File: config.mk
export PLATFORM = sky130hd
export DESIGN_NAME = three_level_counter
export DESIGN_NICKNAME = d
export VERILOG_FILES = /design/src/rtl/loop_counter_pkg.sv /design/src/rtl/loop_level_if.sv /design/src/rtl/three_level_counter.sv /design/src/rtl/operand_select.sv /design/src/rtl/loop_level.sv
export VERILOG_INCLUDE_DIRS = /design/src /design/src/rtl
export SDC_FILE = /design/constraint.sdc
export NUM_CORES = 1
export LEC_CHECK = 0
export BUFFER_PORTS_ARGS = -buffer_cell sky130_fd_sc_hd__buf_4
export CAP_MARGIN = 10
export CORE_MARGIN = 3
export CORE_UTILIZATION = 30
export DETAILED_ROUTE_END_ITERATION = 16
export GPL_ROUTABILITY_DRIVEN = 0
export SYNTH_ARGS = -nofsm -noshare
export SYNTH_HDL_FRONTEND = slang
export SYNTH_SLANG_ARGS = --single-unit
File: constraint.sdc
create_clock -name aclk -period 12.37 [get_ports aclk]
set_input_delay 1.237 -clock aclk [delete_from_list [all_inputs] [get_ports aclk]]
set_output_delay 1.237 -clock aclk [all_outputs]
set_load 0.01 [all_outputs]
File: src/rtl/loop_counter_regs.svh
// Offsets, field positions, widths and reset values of the loop counter.
// Assumes a 32-bit AXI4-Lite register bus with byte addresses.
`ifndef LOOP_COUNTER_REGS_SVH
`define LOOP_COUNTER_REGS_SVH

// ==========================================================
// Widths
`define CNT_W          16
`define PORT_W         8
`define LEVELS         3
`define PARAMS         3
`define NUM_CFG        9
`define ADDR_W         8

// ==========================================================
// Register offsets
`define REG_CTRL       8'h00
`define REG_STATUS     8'h04
`define REG_COUNT_IJ   8'h08
`define REG_COUNT_K    8'h0C
`define REG_CFG_BASE   8'h10
`define REG_CFG_LAST   8'h30

// ==========================================================
// Fields
`define CTRL_GO_BIT    0
`define CTRL_EN_BIT    1
`define CFG_SRC_LSB    16
`define CFG_SRC_MSB    17
`define SRC_CONST      2'h0
`define SRC_ENCL       2'h1
`define SRC_PORT       2'h2

// ==========================================================
// Reset values and bus answers
`define RST_CTRL       32'h0000_0002
`define RST_START      32'h0000_0000
`define RST_INCR       32'h0000_0001
`define RST_END        32'h0000_0003
`define RESP_OKAY      2'h0
`define RESP_SLVERR    2'h2

`endif

File: src/rtl/loop_counter_pkg.sv
// Types shared by the loop counter modules.
// Assumes the constants header is on the include path.
package loop_counter_pkg;
  `include "loop_counter_regs.svh"

  typedef enum logic {RUN_WAIT, RUN_COUNT}    run_state_t;
  typedef logic signed [`CNT_W-1:0]           count_t;
  typedef logic signed [`PORT_W-1:0]          port_val_t;
  typedef logic [1:0]                         src_sel_t;
  typedef logic [31:0]                        word_t;
endpackage : loop_counter_pkg

File: src/rtl/loop_level_if.sv
// Control and status of one counting level.
// Assumes the level and its controller share one clock.
`timescale 1ns/10ps
interface loop_level_if;
  import loop_counter_pkg::*;

  logic   load;
  logic   step;
  logic   at_end;
  count_t start_v;
  count_t incr_v;
  count_t end_v;
  count_t count;
  count_t count_nx;

  modport ctrl  (output load, step, start_v, incr_v, end_v,
                 input  count, count_nx, at_end);
  modport level (input  load, step, start_v, incr_v, end_v,
                 output count, count_nx, at_end);
endinterface : loop_level_if

File: src/rtl/three_level_counter.sv
// Three nested signed do-while counters with an AXI4-Lite register file.
// Assumes go and en come from logic on aclk and held loop ports.
`timescale 1ns/10ps
`include "loop_counter_regs.svh"
module three_level_counter (
  // Clock and reset
  input  wire logic                          aclk,
  input  wire logic                          aresetn,
  // Loop control
  input  wire logic                          go,
  input  wire logic                          en,
  input  wire loop_counter_pkg::port_val_t [2:0] loop_start_in,
  input  wire loop_counter_pkg::port_val_t [2:0] loop_incr_in,
  input  wire loop_counter_pkg::port_val_t [2:0] loop_end_in,
  // Loop results
  output logic                               count_valid,
  output logic                               last_step_flag,
  output loop_counter_pkg::count_t           count_i,
  output loop_counter_pkg::count_t           count_j,
  output loop_counter_pkg::count_t           count_k,
  // AXI4-Lite write address
  input  wire logic [7:0]                    awaddr,
  input  wire logic                          awvalid,
  output logic                               awready,
  // AXI4-Lite write data
  input  wire logic [31:0]                   wdata,
  input  wire logic [3:0]                    wstrb,
  input  wire logic                          wvalid,
  output logic                               wready,
  // AXI4-Lite write response
  output logic [1:0]                         bresp,
  output logic                               bvalid,
  input  wire logic                          bready,
  // AXI4-Lite read address
  input  wire logic [7:0]                    araddr,
  input  wire logic                          arvalid,
  output logic                               arready,
  // AXI4-Lite read data
  output logic [31:0]                        rdata,
  output logic [1:0]                         rresp,
  output logic                               rvalid,
  input  wire logic                          rready
);
  import loop_counter_pkg::*;

  // ==========================================================
  // Declarations
  run_state_t         state_q;
  run_state_t         state_d;
  logic               valid_q;
  logic               last_q;
  count_t             out_q [`LEVELS];
  logic               ctrl_en_q;
  logic               sw_go_q;
  word_t              cfg_q [`NUM_CFG];
  logic               aw_got_q;
  logic               w_got_q;
  logic [`ADDR_W-1:0] aw_addr_q;
  word_t              w_data_q;
  logic [3:0]         w_strb_q;
  logic               awready_q;
  logic               wready_q;
  logic               bvalid_q;
  logic [1:0]         bresp_q;
  logic               arready_q;
  logic               rvalid_q;
  word_t              rdata_q;
  logic [1:0]         rresp_q;
  logic               go_any;
  logic               en_any;
  logic               take_go;
  logic               advance;
  logic               all_end;
  logic [2:0]         at_end_w;
  logic [2:0]         inner_ok;
  count_t             cnt_w [`LEVELS];
  loop_level_if       lvl_if [`LEVELS] ();

  // ==========================================================
  // Run control
  // Software go and the go pin act alike
  assign go_any  = go | sw_go_q;
  assign en_any  = en & ctrl_en_q;
  assign take_go = en_any & go_any;
  assign advance = en_any & ~go_any & (state_q == RUN_COUNT);
  assign all_end = &at_end_w;
  always_comb begin
    state_d = state_q;
    if (take_go) begin
      state_d = RUN_COUNT;
    end else if (advance && all_end) begin
      state_d = RUN_WAIT;
    end
  end

  // ==========================================================
  // Levels and operands
  assign inner_ok[2] = 1'b1;
  assign inner_ok[1] = at_end_w[2];
  assign inner_ok[0] = at_end_w[2] & at_end_w[1];
  genvar lv;
  generate
    for (lv = 0; lv < `LEVELS; lv = lv + 1) begin : g_level
      count_t st_encl;
      count_t inc_encl;
      count_t cst [`PARAMS];
      assign cst[0] = count_t'(cfg_q[lv*`PARAMS+0][`CNT_W-1:0]);
      assign cst[1] = count_t'(cfg_q[lv*`PARAMS+1][`CNT_W-1:0]);
      assign cst[2] = count_t'(cfg_q[lv*`PARAMS+2][`CNT_W-1:0]);
      // Reload sees the enclosing count it is about to take
      if (lv == 0) begin : g_outer
        assign st_encl  = cst[0];
        assign inc_encl = cst[1];
      end else begin : g_inner
        assign st_encl  = lvl_if[lv-1].count_nx;
        assign inc_encl = lvl_if[lv-1].count;
      end
      operand_select u_start (
        .sel     (cfg_q[lv*`PARAMS+0][`CFG_SRC_MSB:`CFG_SRC_LSB]),
        .const_v (cst[0]),
        .encl_v  (st_encl),
        .port_v  (loop_start_in[lv]),
        .value   (lvl_if[lv].start_v)
      );
      operand_select u_incr (
        .sel     (cfg_q[lv*`PARAMS+1][`CFG_SRC_MSB:`CFG_SRC_LSB]),
        .const_v (cst[1]),
        .encl_v  (inc_encl),
        .port_v  (loop_incr_in[lv]),
        .value   (lvl_if[lv].incr_v)
      );
      operand_select u_end (
        .sel     (cfg_q[lv*`PARAMS+2][`CFG_SRC_MSB:`CFG_SRC_LSB]),
        .const_v (cst[2]),
        .encl_v  ((lv == 0) ? cst[2] : inc_encl),
        .port_v  (loop_end_in[lv]),
        .value   (lvl_if[lv].end_v)
      );
      assign lvl_if[lv].load = take_go;
      assign lvl_if[lv].step = advance & inner_ok[lv];
      assign at_end_w[lv]    = lvl_if[lv].at_end;
      assign cnt_w[lv]       = lvl_if[lv].count;
      loop_level u_level (
        .aclk    (aclk),
        .aresetn (aresetn),
        .lvl     (lvl_if[lv])
      );
    end
  endgenerate

  // ==========================================================
  // Run state and result flops
  // reset to waiting
  always_ff @(posedge aclk) begin
    if (!aresetn) begin
      state_q <= RUN_WAIT;
      valid_q <= 1'b0;
      last_q  <= 1'b0;
    end else begin
      state_q <= state_d;
      valid_q <= advance;
      if (en_any) begin
        last_q <= advance & all_end;
      end
    end
  end
  always_ff @(posedge aclk) begin
    if (!aresetn) begin
      for (int i = 0; i < `LEVELS; i++) begin
        out_q[i] <= '0;
      end
    end else if (advance) begin
      for (int i = 0; i < `LEVELS; i++) begin
        out_q[i] <= cnt_w[i];
      end
    end
  end

  // ==========================================================
  // AXI4-Lite write path
  logic               aw_fire;
  logic               w_fire;
  logic               wr_do;
  logic               aw_got_d;
  logic               w_got_d;
  logic               bvalid_d;
  logic [`ADDR_W-1:0] wr_off;
  logic               wr_ctrl;
  logic               wr_cfg;
  logic               wr_ro;
  logic [3:0]         wr_idx;
  word_t              wr_merged;
  assign aw_fire  = awvalid & awready_q;
  assign w_fire   = wvalid & wready_q;
  // Both halves must be held before the write takes effect
  assign wr_do    = aw_got_q & w_got_q & ~bvalid_q;
  assign aw_got_d = wr_do ? 1'b0 : (aw_got_q | aw_fire);
  assign w_got_d  = wr_do ? 1'b0 : (w_got_q | w_fire);
  assign bvalid_d = wr_do | (bvalid_q & ~bready);
  assign wr_off   = aw_addr_q - `REG_CFG_BASE;
  assign wr_idx   = wr_off[5:2];
  assign wr_ctrl  = (aw_addr_q == `REG_CTRL);
  assign wr_ro    = (aw_addr_q == `REG_STATUS) |
                    (aw_addr_q == `REG_COUNT_IJ) |
                    (aw_addr_q == `REG_COUNT_K);
  assign wr_cfg   = (aw_addr_q >= `REG_CFG_BASE) &
                    (aw_addr_q <= `REG_CFG_LAST) &
                    (aw_addr_q[1:0] == 2'h0);
  // Lanes without strobe keep the stored byte
  for (genvar b = 0; b < 4; b++) begin : g_lane
    assign wr_merged[b*8 +: 8] = w_strb_q[b] ? w_data_q[b*8 +: 8] :
                                               cfg_q[wr_idx][b*8 +: 8];
  end
  always_ff @(posedge aclk) begin
    if (!aresetn) begin
      aw_got_q  <= 1'b0;
      w_got_q   <= 1'b0;
      awready_q <= 1'b0;
      wready_q  <= 1'b0;
      bvalid_q  <= 1'b0;
      bresp_q   <= `RESP_OKAY;
      aw_addr_q <= '0;
      w_data_q  <= '0;
      w_strb_q  <= '0;
    end else begin
      aw_got_q  <= aw_got_d;
      w_got_q   <= w_got_d;
      awready_q <= ~aw_got_d & ~bvalid_d;
      wready_q  <= ~w_got_d & ~bvalid_d;
      bvalid_q  <= bvalid_d;
      if (aw_fire) begin
        aw_addr_q <= awaddr;
      end
      if (w_fire) begin
        w_data_q <= wdata;
        w_strb_q <= wstrb;
      end
      if (wr_do) begin
        bresp_q <= (wr_ctrl | wr_cfg | wr_ro) ? `RESP_OKAY : `RESP_SLVERR;
      end
    end
  end
  // Go bit is a one-cycle pulse; it never reads back as one
  always_ff @(posedge aclk) begin
    if (!aresetn) begin
      ctrl_en_q <= 1'(`RST_CTRL >> `CTRL_EN_BIT);
      sw_go_q   <= 1'b0;
    end else begin
      sw_go_q <= wr_do & wr_ctrl & w_strb_q[0] & w_data_q[`CTRL_GO_BIT];
      if (wr_do && wr_ctrl && w_strb_q[0]) begin
        ctrl_en_q <= w_data_q[`CTRL_EN_BIT];
      end
    end
  end
  // Loop configuration words
  always_ff @(posedge aclk) begin
    if (!aresetn) begin
      for (int c = 0; c < `NUM_CFG; c++) begin
        cfg_q[c] <= (c % `PARAMS == 0) ? `RST_START :
                    (c % `PARAMS == 1) ? `RST_INCR : `RST_END;
      end
    end else if (wr_do && wr_cfg) begin
      cfg_q[wr_idx] <= wr_merged;
    end
  end

  // ==========================================================
  // AXI4-Lite read path
  logic               ar_fire;
  logic               rvalid_d;
  logic [`ADDR_W-1:0] rd_off;
  logic               rd_cfg;
  logic               rd_hit;
  word_t              rd_word;
  word_t              status_w;
  assign ar_fire  = arvalid & arready_q;
  assign rvalid_d = ar_fire | (rvalid_q & ~rready);
  assign rd_off   = araddr - `REG_CFG_BASE;
  assign rd_cfg   = (araddr >= `REG_CFG_BASE) &
                    (araddr <= `REG_CFG_LAST) &
                    (araddr[1:0] == 2'h0);
  assign status_w = {28'h0000000, en_any, last_q, valid_q,
                     (state_q == RUN_COUNT)};
  always_comb begin
    rd_hit  = 1'b1;
    rd_word = '0;
    case (araddr)
      `REG_CTRL:     rd_word = {30'h00000000, ctrl_en_q, 1'b0};
      `REG_STATUS:   rd_word = status_w;
      `REG_COUNT_IJ: rd_word = {out_q[1], out_q[0]};
      `REG_COUNT_K:  rd_word = {16'h0000, out_q[2]};
      default: begin
        rd_hit  = rd_cfg;
        rd_word = rd_cfg ? cfg_q[rd_off[5:2]] : '0;
      end
    endcase
  end
  always_ff @(posedge aclk) begin
    if (!aresetn) begin
      arready_q <= 1'b0;
      rvalid_q  <= 1'b0;
      rdata_q   <= '0;
      rresp_q   <= `RESP_OKAY;
    end else begin
      arready_q <= ~rvalid_d;
      rvalid_q  <= rvalid_d;
      if (ar_fire) begin
        rdata_q <= rd_word;
        rresp_q <= rd_hit ? `RESP_OKAY : `RESP_SLVERR;
      end
    end
  end

  // ==========================================================
  // Outputs
  // valid, last, counts
  assign count_valid    = valid_q;
  assign last_step_flag = last_q;
  assign count_i        = out_q[0];
  assign count_j        = out_q[1];
  assign count_k        = out_q[2];
  assign awready        = awready_q;
  assign wready         = wready_q;
  assign bvalid         = bvalid_q;
  assign bresp          = bresp_q;
  assign arready        = arready_q;
  assign rvalid         = rvalid_q;
  assign rdata          = rdata_q;
  assign rresp          = rresp_q;
endmodule : three_level_counter

File: src/rtl/operand_select.sv
// Picks one loop operand: constant, enclosing count or input port.
// Assumes the port value is held while counting.
`timescale 1ns/10ps
`include "loop_counter_regs.svh"
module operand_select (
  // Selection
  input  wire loop_counter_pkg::src_sel_t  sel,
  // Candidates
  input  wire loop_counter_pkg::count_t    const_v,
  input  wire loop_counter_pkg::count_t    encl_v,
  input  wire loop_counter_pkg::port_val_t port_v,
  // Result
  output loop_counter_pkg::count_t         value
);
  import loop_counter_pkg::*;

  count_t port_ext;

  assign port_ext = {{(`CNT_W-`PORT_W){port_v[`PORT_W-1]}}, port_v};

  assign value = (sel == `SRC_ENCL) ? encl_v :
                 (sel == `SRC_PORT) ? port_ext : const_v;
endmodule : operand_select

File: src/rtl/loop_level.sv
// One signed counting level of the nested loop.
// Assumes load and step come only while the block is enabled.
`timescale 1ns/10ps
module loop_level (
  // Clock and reset
  input  wire logic    aclk,
  input  wire logic    aresetn,
  // Level control
  loop_level_if.level  lvl
);
  import loop_counter_pkg::*;

  count_t count_q;
  count_t count_d;
  count_t stepped;

  assign lvl.at_end   = (count_q == lvl.end_v);
  // Overflow simply wraps; the end test may then never hit
  assign stepped      = count_t'(count_q + lvl.incr_v);
  assign lvl.count    = count_q;
  assign lvl.count_nx = count_d;

  always_comb begin
    if (lvl.load) begin
      count_d = lvl.start_v;
    end else if (lvl.step) begin
      count_d = lvl.at_end ? lvl.start_v : stepped;
    end else begin
      count_d = count_q;
    end
  end

  always_ff @(posedge aclk) begin
    if (!aresetn) begin
      count_q <= '0;
    end else begin
      count_q <= count_d;
    end
  end
endmodule : loop_level

**After elaboration in Yosys (flattened, before gate mapping)**

Memory sizes are Yosys's and may differ from the RTL's.
Cells that the tools add are included.

- Register bits after elaboration: 140
- Memory bits (writable): 336
- Input bits: 133
- Output and inout port bits: 91
- Logic and storage cells: 177
- Memories: 2

Memory list:

| memory | depth | bits a word | read ports | clocked after memory_dff | write ports | line | text |
|---|---|---|---|---|---|---|---|
| cfg_q | 9 | 32 | 10 | 0 | 9 | three_level_counter.sv:55 | `` word_t cfg_q [`NUM_CFG]; `` |
| out_q | 3 | 16 | 3 | 0 | 3 | three_level_counter.sv:52 | `` count_t out_q [`LEVELS]; `` |

- Add/sub/neg operators: 5
- Order comparisons: 4
- Equality and inequality tests: 31
- Muxes and demuxes: 53
- Bitwise operators: 44
- Reduce and logical (&&, ||, !) cells: 17

Operator list:

| operator | count |
|---|---|
| $mux 16 | 30 |
| $pmux 32 s4 | 1 |
| $mux 32 | 2 |
| $add 16x16->16 | 3 |
| $eq 16x16->1 | 3 |
| $eq 8x4->1 const B | 4 |
| $mux 8 | 4 |
| $reduce_or 32->1 | 1 |
| $and 1x1->1 | 24 |
| $eq 2x1->1 const B | 9 |
| $eq 2x2->1 const B | 9 |
| $eq 8x3->1 const B | 2 |
| $ge 8x5->1 const B | 2 |
| $le 8x6->1 const B | 2 |
| $logic_not 8->1 | 2 |
| $mux 1 | 12 |
| $or 1x1->1 | 12 |
| $sub 6x5->6 const B | 2 |
| $mux 4 | 2 |
| $not 1->1 | 8 |
| $reduce_and 2->1 | 4 |
| $logic_and 1x1->1 | 4 |
| $logic_not 2->1 | 2 |
| $mux 2 | 2 |
| 4 further kinds | 8 |

**Depth between registers and ports, before layout**

An unclocked memory read counts as a cell.

- Depth after elaboration: 17
- Gate-level depth with buffers: 17
- Depth with buffers taken out: 16

**Hierarchy**

Synthesis repeated with hierarchy kept, for this count alone.

- Cell total of the unflattened synthesis: 2870
- Area total of the unflattened synthesis: 38315.5 µm²

Modules (own cells, without submodules):

| module | instances | cells an instance | area an instance (µm²) | seq. area each (µm²) |
|---|---|---|---|---|
| three_level_counter | 1 | 1739 | 27689.1 | 18617.9 |
| loop_level | 3 | 212 | 1826.8 | 320.3 |
| operand_select | 9 | 55 | 571.8 | 0.0 |

**Worst setup path after synthesis**

Ideal clock, no wire load.

- Path kind: input to register
- Start: input port loop_incr_in[16] in the netlist's numbering
- End: register g_level[2].u_level.count_q[14]
- Setup time: 0.103 ns
- Data arrival time: 3.967 ns
- Data required time: 12.267 ns
- Path slack: 8.300 ns
- Stages on the path: 14
- Path buffers: 0
- Cell sequence: mux2i_1 -> a21oi_1 -> ha_1 -> fa_1 -> a21o_1 -> a21oi_1 -> o21bai_1 -> a31o_2 -> a2111oi_0 -> o21bai_1 -> a31oi_1 -> xnor2_1 -> nor3_1 -> a2111oi_2

- Word-level cells in the longest chain between the ends: 6

Ends and longest elaborated chain:

| what | line | text |
|---|---|---|
| start, declared | three_level_counter.sv:13 | `input wire loop_counter_pkg::port_val_t [2:0] loop_incr_in,` |
| $mux 16 | operand_select.sv:22 | `` (sel == `SRC_PORT) ? port_ext : const_v; `` |
| $mux 16 | operand_select.sv:21 | `` assign value = (sel == `SRC_ENCL) ? encl_v : `` |
| $add 16x16->16 | loop_level.sv:19 | `assign stepped = count_t'(count_q + lvl.incr_v);` |
| $mux 16 | loop_level.sv:27 | `count_d = lvl.at_end ? lvl.start_v : stepped;` |
| $mux 16 | loop_level.sv:26 | `end else if (lvl.step) begin` |
| $mux 16 | loop_level.sv:24 | `if (lvl.load) begin` |
| end signal, assigned | loop_level.sv:37 | `count_q <= count_d;` |
| end, declared | loop_level.sv:13 | `count_t count_q;` |

Every way passes these cells. The select of a mux whose other input is x is not followed.
A chain may end at the register's enable or synchronous reset.

==> flow_summary_export.csv <==
group,metric,value,unit
synth,synthArstFlopShare,0,%
sta,period_share,41.29,%
finish,layout-drive-gt1-share,18.10,%
setup_path,crit_path_start_kind,"flop",
sta,relSlewSlack,11.61,%
synth,synth.area.top_cells,"edfxtp_1 (48%), mux4_2 (10%), dfxtp_1 (7.9%)",
cts,hold_buffers,0,
global_route,grt_overflow,0,
cts,cts.htree.levels,3,
synth,synth_top_area_share,48.27,%
global_route,track_usage,21.31,%
setup_path,cp.required,12.86,ns
finish,final_nets,3361,
finish,fin_cells,4753,
placement,dp_hpwl,97.34,mm
drt,drtPass1Iterations,6,
pwr,p_per_area,135.1,nW/um^2
die,die_height,346.8,um
global_route,grt_pass1_wl,183.5,mm
sta,finalHoldViolCount,0,
placement,place_ws,7.287,ns
setup_path,worstSetupEndpointType,"flop",
synth,syn_area_per_cell,12.63,sq um
drt,drt-total-wl,131.3,mm
pwr,vdd_drop_max,0.09072,mV
synth,synthTopCellsByCount,"edfxtp_1 (560), and2_1 (333), nand2_1 (212), nor2_1 (193), a21oi_1 (173)",
die,core_area,114800,sq um
sta,rsz0062_at_grt,"no",
setup_path,path_class,"flop to flop",
sta,skew,0.02894,ns
drt,via_per_inst,5.388,
placement,place_area,39000,sq um
die,row_count,124,
sta,holdWs,0.4487,ns
synth,synth_cells,2758,
cts,numCtsBuffers,71,
sta,fmax,195.8,MHz
sta,fin_tns_setup,0,ns
finish,final_util,36.08,%
synth,yosysSeqAreaShare,56.20,%
sta,worst_slack,7.262,ns
pwr,intPower,4.165,mW
synth,netlist_area,34840,sq um
global_route,grt_max_degree,71,
setup_path,critPathMaxFanout,15,
synth,synth_top_flop_cell,"edfxtp_1",
die,die-area,120200,sq um
drt,num_vias,25610,
die,io_pins,224,
cts,clockRootBuffer,"clkbuf_16",
synth,synth_cell_types,79,
placement,dp_cells,4611,
drt,route.antenna.remaining_nets,0,
synth,yosys_warnings,0,
global_route,antenna_found_initial,20,
outcome,status,"completed",
cts,insertion_delay,0.65,ns
cts,cts_tree,"built",
finish,synthToLayoutAreaGrowth,18.91,%
finish,stdcell_area,41420,sq um
synth,synth_edf_count,560,
die,die_w,346.8,um
min_path,min_path_type,"flop to flop",
cts,cts.reportedPaths.clkPinSlew,0.06,ns
pwr,sequentialPowerShare,49.6,%
sta,slew_violations,0,
synth,yosysTopAreaCell,"edfxtp_1",
drt,drcViolationCount,0,
drt,drtIter0Drc,3193,
pwr,pwr-share-comb,10.7,%
pwr,pwr-share-clk,39.7,%
placement,port_buffers,221,
setup_path,critPathArrivalTime,5.60,ns
drt,wl_per_cell,27.63,um
sta,worst_pin_slew,1.312,ns
global_route,grt_pass1_vias,24330,
pwr,leakage,15.48,nW
pwr,net-switching-power,1.432,mW
cts,cts_setup_buffers,0,
cts,post_cts_resized,0,
cts,clockBufferDepth,3,
sta,finalSetupViolations,0,
pwr,p_total,5.597,mW
cts,cts.sinks,698,
synth,ys_seq_elements,698,
synth,yosysMostFrequentCell,"edfxtp_1",
sta,period_needed,5.108,ns
die,initial_core_util,30.34,%
pwr,switching_share,25.59,%
flow_run,cap_violations,0,
## worst paths after layout
path	from	to	slack [ns]	depth (start not counted)
max	cfg_q[8][17]	g_level[2].u_level.lvl.count[12]	7.26	10
min	rresp[1]	rresp[1]	0.45	2
max reg2reg	cfg_q[8][17]	g_level[2].u_level.lvl.count[12]	7.26	10
min reg2reg	rresp[1]	rresp[1]	0.45	2
## area by class of cell
type	instances	area, sq um
Timing Repair Buffer	273	2056
Tap cell	1512	1892
Fill cell	11210	73390
Clock inverter	27	300.3
Multi-Input combinational cell	2101	15380
Inverter	29	111.4
Sequential cell	698	19580
Clock buffer	104	2085
Antenna cell	9	22.52
## logic make-up after synthesis
logic type                 after synthesis  share of synthesized area (%)
AOI/OAI and AO/OA                      514                          9.597
xor gates and xnor gates                88                          2.212
adders and majority gates               54                          2.004
buffers and inverters                  184                          2.141
DFF                                    698                          56.20
muxes                                  286                          14.08
other                                    1                        0.01076
and+or+nand+nor                        933                          13.75
## flip-flops by register name, summed over array words and instances (netlist names)
| name | flops |
|---|---|
| cfg_q | 512 |
| g_level.u_level.lvl.count | 48 |
| out_q | 48 |
| rdata | 32 |
| w_data_q | 32 |
| aw_addr_q | 8 |
| w_strb_q | 4 |
| arready | 1 |
| aw_got_q | 1 |
| awready | 1 |
| bresp | 1 |
| bvalid | 1 |
| count_valid | 1 |
| ctrl_en_q | 1 |
| last_step_flag | 1 |
| rresp | 1 |
| rvalid | 1 |
| state_q | 1 |
| sw_go_q | 1 |
| w_got_q | 1 |
| wready | 1 |
## power by group through the flow
stage,sequential (mW),clock [mW],combinational (mW)
2_1_floorplan,2.75,0,0.372
3_3_place_gp,2.82,0,0.582
3_5_place_dp,2.82,0,0.585
4_1_cts,2.77,2.25,0.588
5_1_grt,2.78,2.33,0.638
6_report,2.78,2.22,0.597
## worst max-delay path: stages (launching register included)
cell,delay (ns)
edfxtp_1,0.95
xor2_1,0.53
o221ai_1,0.28
xor2_1,0.18
nand4_1,0.18
nor3_2,0.69
nand3_1,0.46
nand2_1,0.43
o221ai_2,0.22
a2111oi_0,0.89
o21ai_1,0.12
## metal layers
| metal | global-route usage (%) | vias to the layer above | part of all wire, % |
|---|---|---|---|
| li1 | - | 11040 | - |
| met1 | 28.41 | 12660 | 40 |
| met2 | 31.97 | 1620 | 43 |
| met3 | 5.921 | 276 | 12 |
| met4 | 10.40 | 10 | 5.2 |
| met5 | 0 | - | 0.055 |
## cells in the final DEF, fill, tap and decap left out, types with 9 or more instances in the layout
cell and count:
edfxtp_1 560, and2_1 331, buf_4 268, conb_1 226, nand2_1 210, nor2_1 191
a21oi_1 173, mux4_2 162, dfxtp_1 138, mux2i_1 112, o21ai_0 85, clkbuf_16 76
xnor2_1 60, a211oi_1 57, ha_1 50, nor3_1 46, nor2b_1 40, xor2_1 28
inv_1 27, nand3_1 23, a221oi_1 22, clkbuf_1 19, nand2b_1 17, o21ai_1 16
o221ai_1 16, a21o_1 16, a31oi_1 15, o211ai_1 14, nand4_1 14, o22ai_1 13
or3_1 12, mux2_2 12, a22oi_1 12, diode_2 9, and3_1 9, clkinv_2 9
Power figures use the tool's default switching activity.
